File: config.mk
export PLATFORM = sky130hd
export DESIGN_NAME = word_cpu_decode_execute
export DESIGN_NICKNAME = d
export VERILOG_FILES = /design/src/logic/word_cpu_pkg.sv /design/src/logic/word_cpu_decode_execute.sv
export SDC_FILE = /design/constraint.sdc
export NUM_CORES = 2
export LEC_CHECK = 0
export BUFFER_PORTS_ARGS = -buffer_cell sky130_fd_sc_hd__buf_2
export CORE_MARGIN = 2
export CORE_UTILIZATION = 45
export CTS_CLUSTER_DIAMETER = 120
export DETAILED_ROUTE_END_ITERATION = 10
export GPL_ROUTABILITY_DRIVEN = 1
export HOLD_SLACK_MARGIN = 0.1
export PLACE_DENSITY = 0.58
export SLEW_MARGIN = 30
export SYNTH_ARGS = -nofsm -noshare
export SYNTH_HDL_FRONTEND = slang
export SYNTH_SLANG_ARGS = --single-unit
File: constraint.sdc
create_clock -name hclk -period 33.7 [get_ports hclk]
set_clock_uncertainty 0.1 [all_clocks]
set_input_delay 1.685 -clock hclk [delete_from_list [all_inputs] [get_ports hclk]]
set_output_delay 1.685 -clock hclk [all_outputs]
set_load 0.005 [all_outputs]
File: src/logic/word_cpu_pkg.sv
// Package: shared constants and types for the word processor decode/execute block.
// Assumes a single 25 MHz clock domain and an AHB-Lite register bus.
`default_nettype none
package word_cpu_pkg;
  // Word geometry.
  localparam int W  = 30;  // Single word width.
  localparam int HW = 15;  // Half word width.
  localparam int AW = 17;  // Indexed address width.
  // Register byte offsets.
  localparam logic [7:0] OFF_INSTR = 8'h00;  // Instruction word; a write executes it.
  localparam logic [7:0] OFF_ACC   = 8'h04;  // Accumulator.
  localparam logic [7:0] OFF_QREG  = 8'h08;  // Q register.
  localparam logic [7:0] OFF_OPND  = 8'h0c;  // Storage word at Y.
  localparam logic [7:0] OFF_OPND2 = 8'h10;  // Storage word at Y+1.
  localparam logic [7:0] OFF_RELOC = 8'h14;  // Relocation base.
  localparam logic [7:0] OFF_LIMIT = 8'h18;  // Limit base.
  localparam logic [7:0] OFF_CTRL  = 8'h1c;  // Bit 0 selects the limit base.
  localparam logic [7:0] OFF_STAT  = 8'h20;  // Flags.
  localparam logic [7:0] OFF_EFF   = 8'h24;  // Last effective operand.
  localparam logic [7:0] OFF_PC    = 8'h28;  // Relative program location.
  localparam logic [7:0] OFF_RET   = 8'h2c;  // Saved return location.
  localparam logic [7:0] OFF_IDX   = 8'h40;  // Index register b at OFF_IDX + 4*b.
  // Reset values.
  localparam logic [W-1:0] RST_WORD = 30'h0;
  // Status bit positions.
  localparam int ST_SKIP = 0;
  localparam int ST_FPOK = 1;
  localparam int ST_BUSY = 2;
  localparam int ST_EXT  = 3;
  // Function codes.
  localparam logic [5:0] F_LDA = 6'h08, F_LDQ = 6'h09, F_STA = 6'h0a, F_STQ = 6'h0b;
  localparam logic [5:0] F_ADD = 6'h0c, F_SUB = 6'h0d, F_DAD = 6'h0e, F_BCD = 6'h0f;
  localparam logic [5:0] F_AND = 6'h10, F_SST = 6'h11, F_SCL = 6'h12, F_SCP = 6'h13;
  localparam logic [5:0] F_SSU = 6'h14, F_SRZ = 6'h15, F_SRS = 6'h16, F_SLR = 6'h17;
  localparam logic [5:0] F_CMP = 6'h18, F_CMA = 6'h19, F_MCM = 6'h1a, F_JMP = 6'h1b;
  localparam logic [5:0] F_RPT = 6'h1c, F_PAK = 6'h1d, F_UNP = 6'h1e, F_IO  = 6'h1f;
  localparam logic [5:0] F_EXT = 6'h3f;
  // Extended function codes.
  localparam logic [5:0] G_SCALE = 6'h18;
  localparam logic [5:0] G_FCHK  = 6'h01;
  // Characters per word.
  localparam logic [2:0] CHARS = 3'd5;
  // Normal instruction word layout.
  typedef struct packed {
    logic [5:0]    op;    // Function code.
    logic [2:0]    mod;   // Skip, register, repeat or jump selector.
    logic [2:0]    part;  // Operand portion and destination.
    logic [2:0]    idx;   // Index register select.
    logic [HW-1:0] y;     // Operand value.
  } instr_t;
  // Storage write request.
  typedef struct packed {
    logic          we;
    logic [AW-1:0] addr;
    logic [W-1:0]  data;
  } mem_req_t;
  // I/O channel start request.
  typedef struct packed {
    logic       start;
    logic [3:0] chan;
    logic [1:0] mode;
  } io_req_t;
endpackage : word_cpu_pkg
`default_nettype wire

File: src/logic/word_cpu_decode_execute.sv
// Decode and execute unit for a 30-bit ones-complement word processor.
// Assumes one AHB-Lite master; storage operands are supplied through registers.
// Operation
// - Normal word: function, modifier, portion, index, value.
// - Six-bit function code picks the operation.
// - Modifier means skip, register, repeat or jump.
// - Portion code picks whole, upper or lower.
// - Nonzero index adds index register to value.
// - Location is indexed address plus base.
// - Read, store and replace class data moves.
// - Function all ones selects extended code.
// - I/O: four-bit channel, two-bit operand mode.
// - Execution continues while I/O transfer runs.
// - Transfers leave the source unchanged.
// - Pack and unpack five characters, successive addresses.
// - Right shift drops bits, zero or sign fill.
// - Left shift rotates top bit to bottom.
// - Count from low six bits; scale normalises.
// - Compare skips; alpha or arithmetic top bit.
// - Masked compare uses selected bits only.
// - Repeat, skip, jump; jump saves return.
// - Single word sign bit 29, ones complement.
// - Double precision sixty-bit ones-complement arithmetic.
// - Decimal add on ten characters, zones kept.
// - Floating operands checked for accepted range.
// - Logical product, selective set, clear, complement.
// - Selective substitute copies selected operand bits.
`default_nettype none
module word_cpu_decode_execute #(
  parameter int RPT_W = 6  // Width of the repeat counter.
) (
  input  wire logic                  hclk,
  input  wire logic                  hresetn,
  input  wire logic                  hsel,
  input  wire logic [31:0]           haddr,
  input  wire logic [1:0]            htrans,
  input  wire logic                  hwrite,
  input  wire logic [2:0]            hsize,
  input  wire logic [31:0]           hwdata,
  input  wire logic                  hready,
  output logic                       hreadyout,
  output logic                       hresp,
  output logic [31:0]                hrdata,
  output word_cpu_pkg::mem_req_t     mem,
  output word_cpu_pkg::io_req_t      io
);
  // Repeat counts must fit the six-bit operand field.
  if (RPT_W < 1 || RPT_W > 6) begin : g_chk
    $error("RPT_W out of range");
  end

  // Bus data-phase capture.
  logic                    dp_wr;    // Write data phase pending.
  logic [7:0]              dp_addr;  // Captured byte offset.
  // Architectural state.
  word_cpu_pkg::instr_t    ir;       // Current instruction.
  logic                    go;       // Execute ir this cycle.
  logic [29:0]             acc, qr, opnd, opnd2, rel, lim, eff_r;
  logic                    use_lim;  // Limit base selected.
  logic [16:0]             pc, ret;
  logic [16:0]             idx [1:7];
  logic [RPT_W-1:0]        rpt_left; // Remaining repeat executions.
  logic [2:0]              chr;      // Character step within a word.
  logic                    skip, fp_ok;

  // Zero-wait slave, always OKAY.
  assign hreadyout = 1'b1;
  assign hresp     = 1'b0;

  // Address phase decode.
  wire        ap_ok   = hsel && htrans[1] && hready;
  wire        wr_go   = dp_wr && dp_addr == word_cpu_pkg::OFF_INSTR && !go;

  // Field decode.
  wire [5:0]  op      = ir.op;
  wire        is_ext  = op == word_cpu_pkg::F_EXT;
  wire [5:0]  gcode   = {ir.mod, ir.part};
  wire        is_io   = op == word_cpu_pkg::F_IO;
  wire [3:0]  io_ch   = ir[23:20];
  wire [1:0]  io_md   = ir[19:18];
  wire [16:0] bval    = (ir.idx == 3'd0) ? 17'h0 : idx[ir.idx];
  wire [16:0] eff     = {2'b00, ir.y} + bval;
  wire [16:0] base    = use_lim ? lim[16:0] : rel[16:0];
  wire [16:0] phys    = eff + base + {14'h0, chr};
  wire [5:0]  cnt     = eff[5:0];
  wire        dest_st = ir.part[2];

  // Operand portion selection.
  wire [29:0] ysel    = (ir.part[1:0] == 2'd0) ? {13'h0, eff} :
                        (ir.part[1:0] == 2'd1) ? {15'h0, opnd[29:15]} :
                        (ir.part[1:0] == 2'd2) ? {15'h0, opnd[14:0]} : opnd;

  // Adds two words and folds the carry back into bit 0.
  function automatic logic [29:0] oc30(input logic [29:0] a, input logic [29:0] b);
    logic [30:0] s;
    s    = {1'b0, a} + {1'b0, b};
    oc30 = s[29:0] + {29'h0, s[30]};
  endfunction : oc30

  // Sixty-bit form of the same add.
  function automatic logic [59:0] oc60(input logic [59:0] a, input logic [59:0] b);
    logic [60:0] s;
    s    = {1'b0, a} + {1'b0, b};
    oc60 = s[59:0] + {59'h0, s[60]};
  endfunction : oc60

  // Adds ten zoned digits; zone bits come from the first operand.
  function automatic logic [59:0] bcd60(input logic [59:0] a, input logic [59:0] b);
    logic [4:0] d;
    logic       c;
    bcd60 = a;
    c     = 1'b0;
    for (int i = 0; i < 10; i++) begin
      d = {1'b0, a[6*i +: 4]} + {1'b0, b[6*i +: 4]} + {4'h0, c};
      c = d > 5'd9;
      if (c) begin
        d = d - 5'd10;
      end
      bcd60[6*i +: 4] = d[3:0];
    end
  endfunction : bcd60

  // Counts left shifts until bit 28 differs from the sign.
  function automatic logic [5:0] norm_cnt(input logic [29:0] a);
    logic done;
    norm_cnt = 6'd0;
    done     = 1'b0;
    for (int i = 28; i >= 0; i--) begin
      if (!done && a[i] == a[29]) begin
        norm_cnt = norm_cnt + 6'd1;
      end else begin
        done = 1'b1;
      end
    end
  endfunction : norm_cnt

  // Shift and compare helpers.
  // Counts of 60 and up wrap twice, so the rotate never sees more than 29.
  wire [5:0]  rot     = (cnt >= 6'd60) ? cnt - 6'd60 : (cnt >= 6'd30) ? cnt - 6'd30 : cnt;
  wire [59:0] rot2    = {acc, acc} << rot;
  wire [29:0] shr_z   = acc >> cnt;
  wire [29:0] shr_s   = 30'($signed(acc) >>> cnt);
  wire [5:0]  ncnt    = norm_cnt(acc);
  wire        gt_ar   = {~acc[29], acc[28:0]} > {~ysel[29], ysel[28:0]};
  wire        gt_al   = acc > ysel;
  wire        eq_m    = (acc & qr) == (ysel & qr);
  wire [59:0] dsum    = oc60({acc, qr}, {opnd, opnd2});
  wire [59:0] bsum    = bcd60({acc, qr}, {opnd, opnd2});
  wire [10:0] fchar   = acc[29] ? ~acc[28:18] : acc[28:18];
  wire        fnorm   = acc[17] != acc[29];

  // Jump condition chosen by the modifier.
  logic jcond;
  always_comb begin
    case (ir.mod)
      3'd0:    jcond = 1'b1;
      3'd1:    jcond = acc == 30'h0;
      3'd2:    jcond = acc != 30'h0;
      3'd3:    jcond = !acc[29];
      3'd4:    jcond = acc[29];
      default: jcond = 1'b0;
    endcase
  end

  // Execution results for one instruction.
  logic [29:0] next_acc, next_qr, next_wd;
  logic [16:0] next_pc, next_ret;
  logic        next_we, next_skip, next_fp, next_io;
  logic [2:0]  next_chr;
  logic [29:0] res;
  always_comb begin
    next_acc  = acc;
    next_qr   = qr;
    next_pc   = pc + 17'd1;
    next_ret  = ret;
    next_we   = 1'b0;
    next_wd   = acc;
    next_skip = 1'b0;
    next_fp   = fp_ok;
    next_io   = 1'b0;
    next_chr  = chr;
    res       = acc;
    case (op)
      word_cpu_pkg::F_LDA: next_acc = ysel;
      word_cpu_pkg::F_LDQ: next_qr  = ysel;
      word_cpu_pkg::F_STA, word_cpu_pkg::F_STQ: begin
        res = (op == word_cpu_pkg::F_STA) ? acc : qr;
        if (dest_st && op == word_cpu_pkg::F_STA) begin
          next_qr = res;
        end else begin
          next_we = 1'b1;
          next_wd = (ir.part[1:0] == 2'd1) ? {res[14:0], opnd[14:0]} :
                    (ir.part[1:0] == 2'd2) ? {opnd[29:15], res[14:0]} : res;
        end
      end
      word_cpu_pkg::F_ADD: res = oc30(acc, ysel);
      word_cpu_pkg::F_SUB: res = oc30(acc, ~ysel);
      word_cpu_pkg::F_AND: res = acc & ysel;
      word_cpu_pkg::F_SST: res = acc | ysel;
      word_cpu_pkg::F_SCL: res = acc & ~ysel;
      word_cpu_pkg::F_SCP: res = acc ^ ysel;
      word_cpu_pkg::F_SSU: res = (acc & ~qr) | (ysel & qr);
      word_cpu_pkg::F_DAD: {next_acc, next_qr} = dsum;
      word_cpu_pkg::F_BCD: {next_acc, next_qr} = bsum;
      word_cpu_pkg::F_SRZ: next_acc = shr_z;
      word_cpu_pkg::F_SRS: next_acc = shr_s;
      word_cpu_pkg::F_SLR: next_acc = rot2[59:30];
      word_cpu_pkg::F_CMP: next_skip = ir.mod[0] ? gt_ar : !gt_ar;
      word_cpu_pkg::F_CMA: next_skip = ir.mod[0] ? gt_al : !gt_al;
      word_cpu_pkg::F_MCM: next_skip = ir.mod[0] ? eq_m : !eq_m;
      word_cpu_pkg::F_JMP: begin
        if (jcond) begin
          next_pc  = eff;
          next_ret = pc + 17'd1;
        end
      end
      word_cpu_pkg::F_PAK: begin
        next_acc = {acc[23:0], opnd[5:0]};
        next_chr = (chr == word_cpu_pkg::CHARS - 3'd1) ? 3'd0 : chr + 3'd1;
      end
      word_cpu_pkg::F_UNP: begin
        next_we  = 1'b1;
        next_wd  = {24'h0, acc[29:24]};
        next_acc = {acc[23:0], acc[29:24]};
        next_chr = (chr == word_cpu_pkg::CHARS - 3'd1) ? 3'd0 : chr + 3'd1;
      end
      word_cpu_pkg::F_IO: next_io = 1'b1;
      word_cpu_pkg::F_EXT: begin
        case (gcode)
          word_cpu_pkg::G_SCALE: begin
            next_acc = acc << ncnt;
            next_qr  = {24'h0, ncnt};
          end
          word_cpu_pkg::G_FCHK: next_fp = fnorm && fchar != 11'h0;
          default: ;
        endcase
      end
      default: ;
    endcase
    // Replace class writes to storage or the accumulator.
    if (op >= word_cpu_pkg::F_ADD && op <= word_cpu_pkg::F_SSU &&
        op != word_cpu_pkg::F_DAD && op != word_cpu_pkg::F_BCD) begin
      if (dest_st) begin
        next_we = 1'b1;
        next_wd = res;
      end else begin
        next_acc = res;
      end
    end
    if (next_skip) begin
      next_pc = pc + 17'd2;
    end
  end

  // Repeat control: re-execute until the count runs out.
  wire is_rpt    = op == word_cpu_pkg::F_RPT;
  wire rep_again = go && !is_rpt && rpt_left > RPT_W'(1);

  // Captures the address phase for the following data phase.
  always_ff @(posedge hclk or negedge hresetn) begin
    if (!hresetn) begin
      dp_wr   <= 1'b0;
      dp_addr <= 8'h0;
    end else begin
      dp_wr   <= ap_ok && hwrite;
      dp_addr <= haddr[7:0];
    end
  end

  // Read data is registered in the address phase.
  wire [29:0] stat = {26'h0, is_ext, go, fp_ok, skip};
  wire [7:0]  ra   = haddr[7:0];
  wire [29:0] rd_w =
    (ra == word_cpu_pkg::OFF_INSTR) ? ir :
    (ra == word_cpu_pkg::OFF_ACC)   ? acc :
    (ra == word_cpu_pkg::OFF_QREG)  ? qr :
    (ra == word_cpu_pkg::OFF_OPND)  ? opnd :
    (ra == word_cpu_pkg::OFF_OPND2) ? opnd2 :
    (ra == word_cpu_pkg::OFF_RELOC) ? rel :
    (ra == word_cpu_pkg::OFF_LIMIT) ? lim :
    (ra == word_cpu_pkg::OFF_CTRL)  ? {29'h0, use_lim} :
    (ra == word_cpu_pkg::OFF_STAT)  ? stat :
    (ra == word_cpu_pkg::OFF_EFF)   ? eff_r :
    (ra == word_cpu_pkg::OFF_PC)    ? {13'h0, pc} :
    (ra == word_cpu_pkg::OFF_RET)   ? {13'h0, ret} :
    (ra[7:5] == 3'd2 && ra[4:2] != 3'd0 && ra[1:0] == 2'd0) ?
      {13'h0, idx[ra[4:2]]} : 30'h0;
  always_ff @(posedge hclk or negedge hresetn) begin
    if (!hresetn) begin
      hrdata <= 32'h0;
    end else if (ap_ok && !hwrite) begin
      hrdata <= {2'b00, rd_w};
    end
  end

  // Index registers, one per entry.
  for (genvar b = 1; b <= 7; b++) begin : g_idx
    always_ff @(posedge hclk or negedge hresetn) begin
      if (!hresetn) begin
        idx[b] <= 17'h0;
      end else if (dp_wr && dp_addr == word_cpu_pkg::OFF_IDX + 8'(4 * b)) begin
        idx[b] <= hwdata[16:0];
      end
    end
  end

  // Software registers; a bus write wins over a result in the same cycle.
  wire w_acc = dp_wr && dp_addr == word_cpu_pkg::OFF_ACC;
  wire w_q   = dp_wr && dp_addr == word_cpu_pkg::OFF_QREG;
  always_ff @(posedge hclk or negedge hresetn) begin
    if (!hresetn) begin
      ir      <= word_cpu_pkg::RST_WORD;
      opnd    <= word_cpu_pkg::RST_WORD;
      opnd2   <= word_cpu_pkg::RST_WORD;
      rel     <= word_cpu_pkg::RST_WORD;
      lim     <= word_cpu_pkg::RST_WORD;
      use_lim <= 1'b0;
    end else begin
      if (wr_go) ir <= hwdata[29:0];
      if (dp_wr && dp_addr == word_cpu_pkg::OFF_OPND) opnd <= hwdata[29:0];
      if (dp_wr && dp_addr == word_cpu_pkg::OFF_OPND2) opnd2 <= hwdata[29:0];
      if (dp_wr && dp_addr == word_cpu_pkg::OFF_RELOC) rel <= hwdata[29:0];
      if (dp_wr && dp_addr == word_cpu_pkg::OFF_LIMIT) lim <= hwdata[29:0];
      if (dp_wr && dp_addr == word_cpu_pkg::OFF_CTRL) use_lim <= hwdata[0];
    end
  end

  // Executes the instruction held in ir.
  always_ff @(posedge hclk or negedge hresetn) begin
    if (!hresetn) begin
      go       <= 1'b0;
      acc      <= 30'h0;
      qr       <= 30'h0;
      pc       <= 17'h0;
      ret      <= 17'h0;
      eff_r    <= 30'h0;
      rpt_left <= '0;
      chr      <= 3'd0;
      skip     <= 1'b0;
      fp_ok    <= 1'b0;
      mem      <= '0;
      io       <= '0;
    end else begin
      go     <= wr_go || rep_again;
      mem.we <= go && next_we;
      io.start <= go && next_io;
      if (go) begin
        acc <= w_acc ? hwdata[29:0] : next_acc;
        qr  <= w_q ? hwdata[29:0] : next_qr;
        pc       <= next_pc;
        ret      <= next_ret;
        skip     <= next_skip;
        fp_ok    <= next_fp;
        eff_r    <= {13'h0, eff};
        chr      <= next_chr;
        mem.addr <= phys;
        mem.data <= next_wd;
        if (is_io) begin
          io.chan <= io_ch;
          io.mode <= io_md;
        end
        rpt_left <= is_rpt ? cnt[RPT_W-1:0] :
                    (rpt_left != '0) ? rpt_left - RPT_W'(1) : rpt_left;
      end else begin
        if (w_acc) acc <= hwdata[29:0];
        if (w_q) qr <= hwdata[29:0];
      end
    end
  end
endmodule : word_cpu_decode_execute
`default_nettype wire

==> impl_metrics.toml <==
[synth]
syn-cell-area_sq_um = 51200
postSynthCellCount = 6366
synthArstFlopShare_pct = 100
synth-edff-count = 0
yosysUniqueCellTypes = 109
seq_area_frac_synth_pct = 23.8
avgSynthCellArea_sq_um = 8.04
synth_warnings = 0
synth-main-ff-cell = "dfrtp_1"
synth_seq_cells = 487

[setup_path]
cpPeakStageDelay_ns = 0.97
startpoint_type = "flop"
worst_ep_arrival_time_ns = 22.33
cpMaxStageDelayCell = "a2111oi_2"
path_class = "flop to flop"
end_kind = "flop"
required_ns = 34.17
worstPathMaxFanout = 59
cpMostUsedCell = "ha_1"

[drt]
wl_per_cell_um = 34.5
drtPass1Iterations = 11
wirelength_um = 272000
vias = 53900
drc = 1
ant_nets = 0
dr.first_iter.drc_count = 7466
via_per_inst = 6.84

[floorplan]
die_w_um = 341
dieArea_sq_um = 116000
ios = 163
die_h_um = 341
start_util_pct = 45.4
core_area_sq_um = 113000
placementRows = 123

[power]
p_leak_nw = 23.8
net-switching-power_mw = 0.614
finalPower_mw = 1.80
ir_drop_mv = 0.0434
clkPwrFrac_pct = 40.7
power_density_nw_per_um2 = 32.0
p_comb_share_pct = 25.1
p_seq_share_pct = 34.2
p_int_mw = 1.19
switching_share_pct = 34.1

[placement]
place_hpwl_um = 205000
place_congestion = 1.12
portBuffers = 128

[hold_path]
worst_hold_path_type = "flop to flop"

[clocking]
cts_hold_buffers = 0
root_buffer = "clkbuf_16"
cts_sinks = 487
cts-resized-gates = 0
cts_setup_buffers = 0
numCtsBuffers = 59
clk_pin_slew_worst_paths_ns = 0.07
clock_latency_ns = 0.73
cts_buffer_depth = 3
tritoncts = "built"
htree_levels = 2

[grt]
grt-ovfl-total = 0
groute.usage.overall_pct = 45.4
antenna_found_initial = 36
grt_max_degree = 151
grt_pass1_wl_um = 379000
grt_pass1_vias = 49700

[run_status]
status = "finished, violations left"
violations = "DRC"

[timing]
rsz0062_at_grt = "false"
fin_setup_tns_ns = 0
hold_viol = 0
worst_pin_slew_ns = 1.18
slew_headroom_pct = 21.0
maxSlewViolCount = 0
layout_min_cycle_time_ns = 21.86
setup_viol = 0
max_freq_ghz = 0.0457
fin_hold_ws_ns = 0.375
fin_crit_sh_pct = 64.9

[finish]
multi_input_area_sq_um = 36600
fill_cells = 11200
area_growth_pct = 9.89
ff_latch_area_sq_um = 12200
nets = 6655
drive_above_1_share_pct = 15.9
final_core_util_pct = 49.9

[job]
max_cap_viol_count = 0
[power by group through the flow]
stage / combinational, mW / clock (mW) / sequential (mW)
global placement: 0.430 / 0 / 0.624
finish: 0.452 / 0.733 / 0.616
detailed placement: 0.433 / 0 / 0.625
floorplan: 0.281 / 0 / 0.617
CTS: 0.435 / 0.739 / 0.614
global route: 0.479 / 0.760 / 0.616
[critical path: cells and delay by family, from the launching register on]
kind	cells	cell delay, ns
and+or+nand+nor	32	4.46
xor gates and xnor gates	3	0.98
buffers and inverters	3	1.20
DFF	1	0.73
AOI/OAI and AO/OA	26	5.11
adders and majority gates	24	7.61
muxes	6	1.40
[registers in the layout, indices dropped and copies added (netlist names), 3 cells and up]
register	flops
rel	30
acc	30
io	7
lim	30
opnd	30
ret	17
eff_r	17
dp_addr	8
qr	30
opnd2	30
mem	48
op	6
rpt_left	6
chr	3
gcode	5
pc	17
idx	119
hrdata	30
ir	18
[synth_stat cells (36+ instances only)]
library cell / number / area share [%]
nor2_1: 503 / 3.7
mux4_2: 44 / 1.9
a211oi_1: 90 / 1.3
clkbuf_1: 408 / 3.0
or3_1: 36 / 0.44
o211ai_1: 75 / 1.1
and2_1: 40 / 0.49
buf_1: 56 / 0.41
nor4_1: 43 / 0.53
nor3_1: 128 / 1.3
a21o_1: 92 / 1.4
a31oi_1: 98 / 1.2
and3_1: 54 / 0.66
o22ai_1: 72 / 0.88
mux2_2: 370 / 8.1
inv_1: 239 / 1.8
dfrtp_1: 487 / 24
nand3_1: 145 / 1.4
nand2_1: 687 / 5.0
xor2_1: 116 / 2.0
o21ai_0: 419 / 4.1
ha_1: 245 / 6.0
a21oi_1: 477 / 4.7
mux2i_1: 239 / 4.7
xnor2_1: 276 / 4.7
o221ai_1: 65 / 1.1
a22oi_1: 104 / 1.5
nand4_1: 43 / 0.53
nand2b_1: 51 / 0.62
o21bai_1: 45 / 0.66
a221oi_1: 104 / 1.8
[cells by family (layout without fill, tap and decap cells)]
group | after synthesis | in the layout | synth area share, %
AOI/OAI and AO/OA | 1949 | 1949 | 24.9
DFF | 487 | 487 | 23.8
buffers and inverters | 733 | 726 | 5.47
xor gates and xnor gates | 406 | 406 | 7.37
other | 2 | 23 | 0.0147
adders and majority gates | 272 | 272 | 7.03
and+or+nand+nor | 1862 | 1862 | 16.6
muxes | 655 | 655 | 14.8
[per-stage QoR]
step                      worst slack, ns  instances  instance area [sq um]
after floorplan                     14.02       6368                  51200
after global placement              12.31       7739                  53800
after detailed placement            12.09       7745                  53900
after CTS                           12.02       7857                  56100
after global routing                10.53       7865                  56200
final                               11.84       7880                  56200
[placed cells by master, fill, tap and decap left out, types with 104 or more instances in the layout]
master | Yosys | routed
buf_2 | 8 | 134
mux2_2 | 370 | 370
nand2_1 | 687 | 685
xnor2_1 | 276 | 267
xor2_1 | 116 | 114
a21oi_1 | 477 | 472
nand3_1 | 145 | 142
mux2i_1 | 239 | 239
a22oi_1 | 104 | 104
ha_1 | 245 | 244
nor3_1 | 128 | 124
o21ai_0 | 419 | 413
buf_4 | 6 | 223
a221oi_1 | 104 | 104
inv_1 | 239 | 239
dfrtp_1 | 487 | 482
nor2_1 | 503 | 485
[layout make-up]
class                           count  area share, %
Clock buffer                       80           2.93
Timing Repair Buffer              361           4.27
Inverter                          253           1.69
Sequential cell                   487           21.7
Clock inverter                     32          0.950
Multi-Input combinational cell   5148           65.0
Tap cell                         1500           3.34
Antenna cell                       19         0.0846
[routing by layer]
layer | up-vias | share of wire (%) | track usage, %
li1 | 23300 | - | -
met5 | - | 0.045 | 0
met1 | 26200 | 38 | 56.9
met2 | 3513 | 41 | 64.9
met4 | 14 | 9.3 | 34.7
met3 | 861 | 12 | 14.2
[final timing paths]
check                           from           to  slack, ns  depth (start not counted)
max in group asynchronous    hresetn        io[0]      29.88                          4
hold reg to reg            hrdata[7]    hrdata[7]       0.37                          1
hold / removal             hrdata[7]    hrdata[7]       0.37                          1
setup reg to reg             acc[29]      acc[20]      11.84                         94
min in group asynchronous    hresetn  rpt_left[2]       0.96                          1
setup / recovery             acc[29]      acc[20]      11.84                         94
Note: power is estimated with default switching activity, not from simulation.
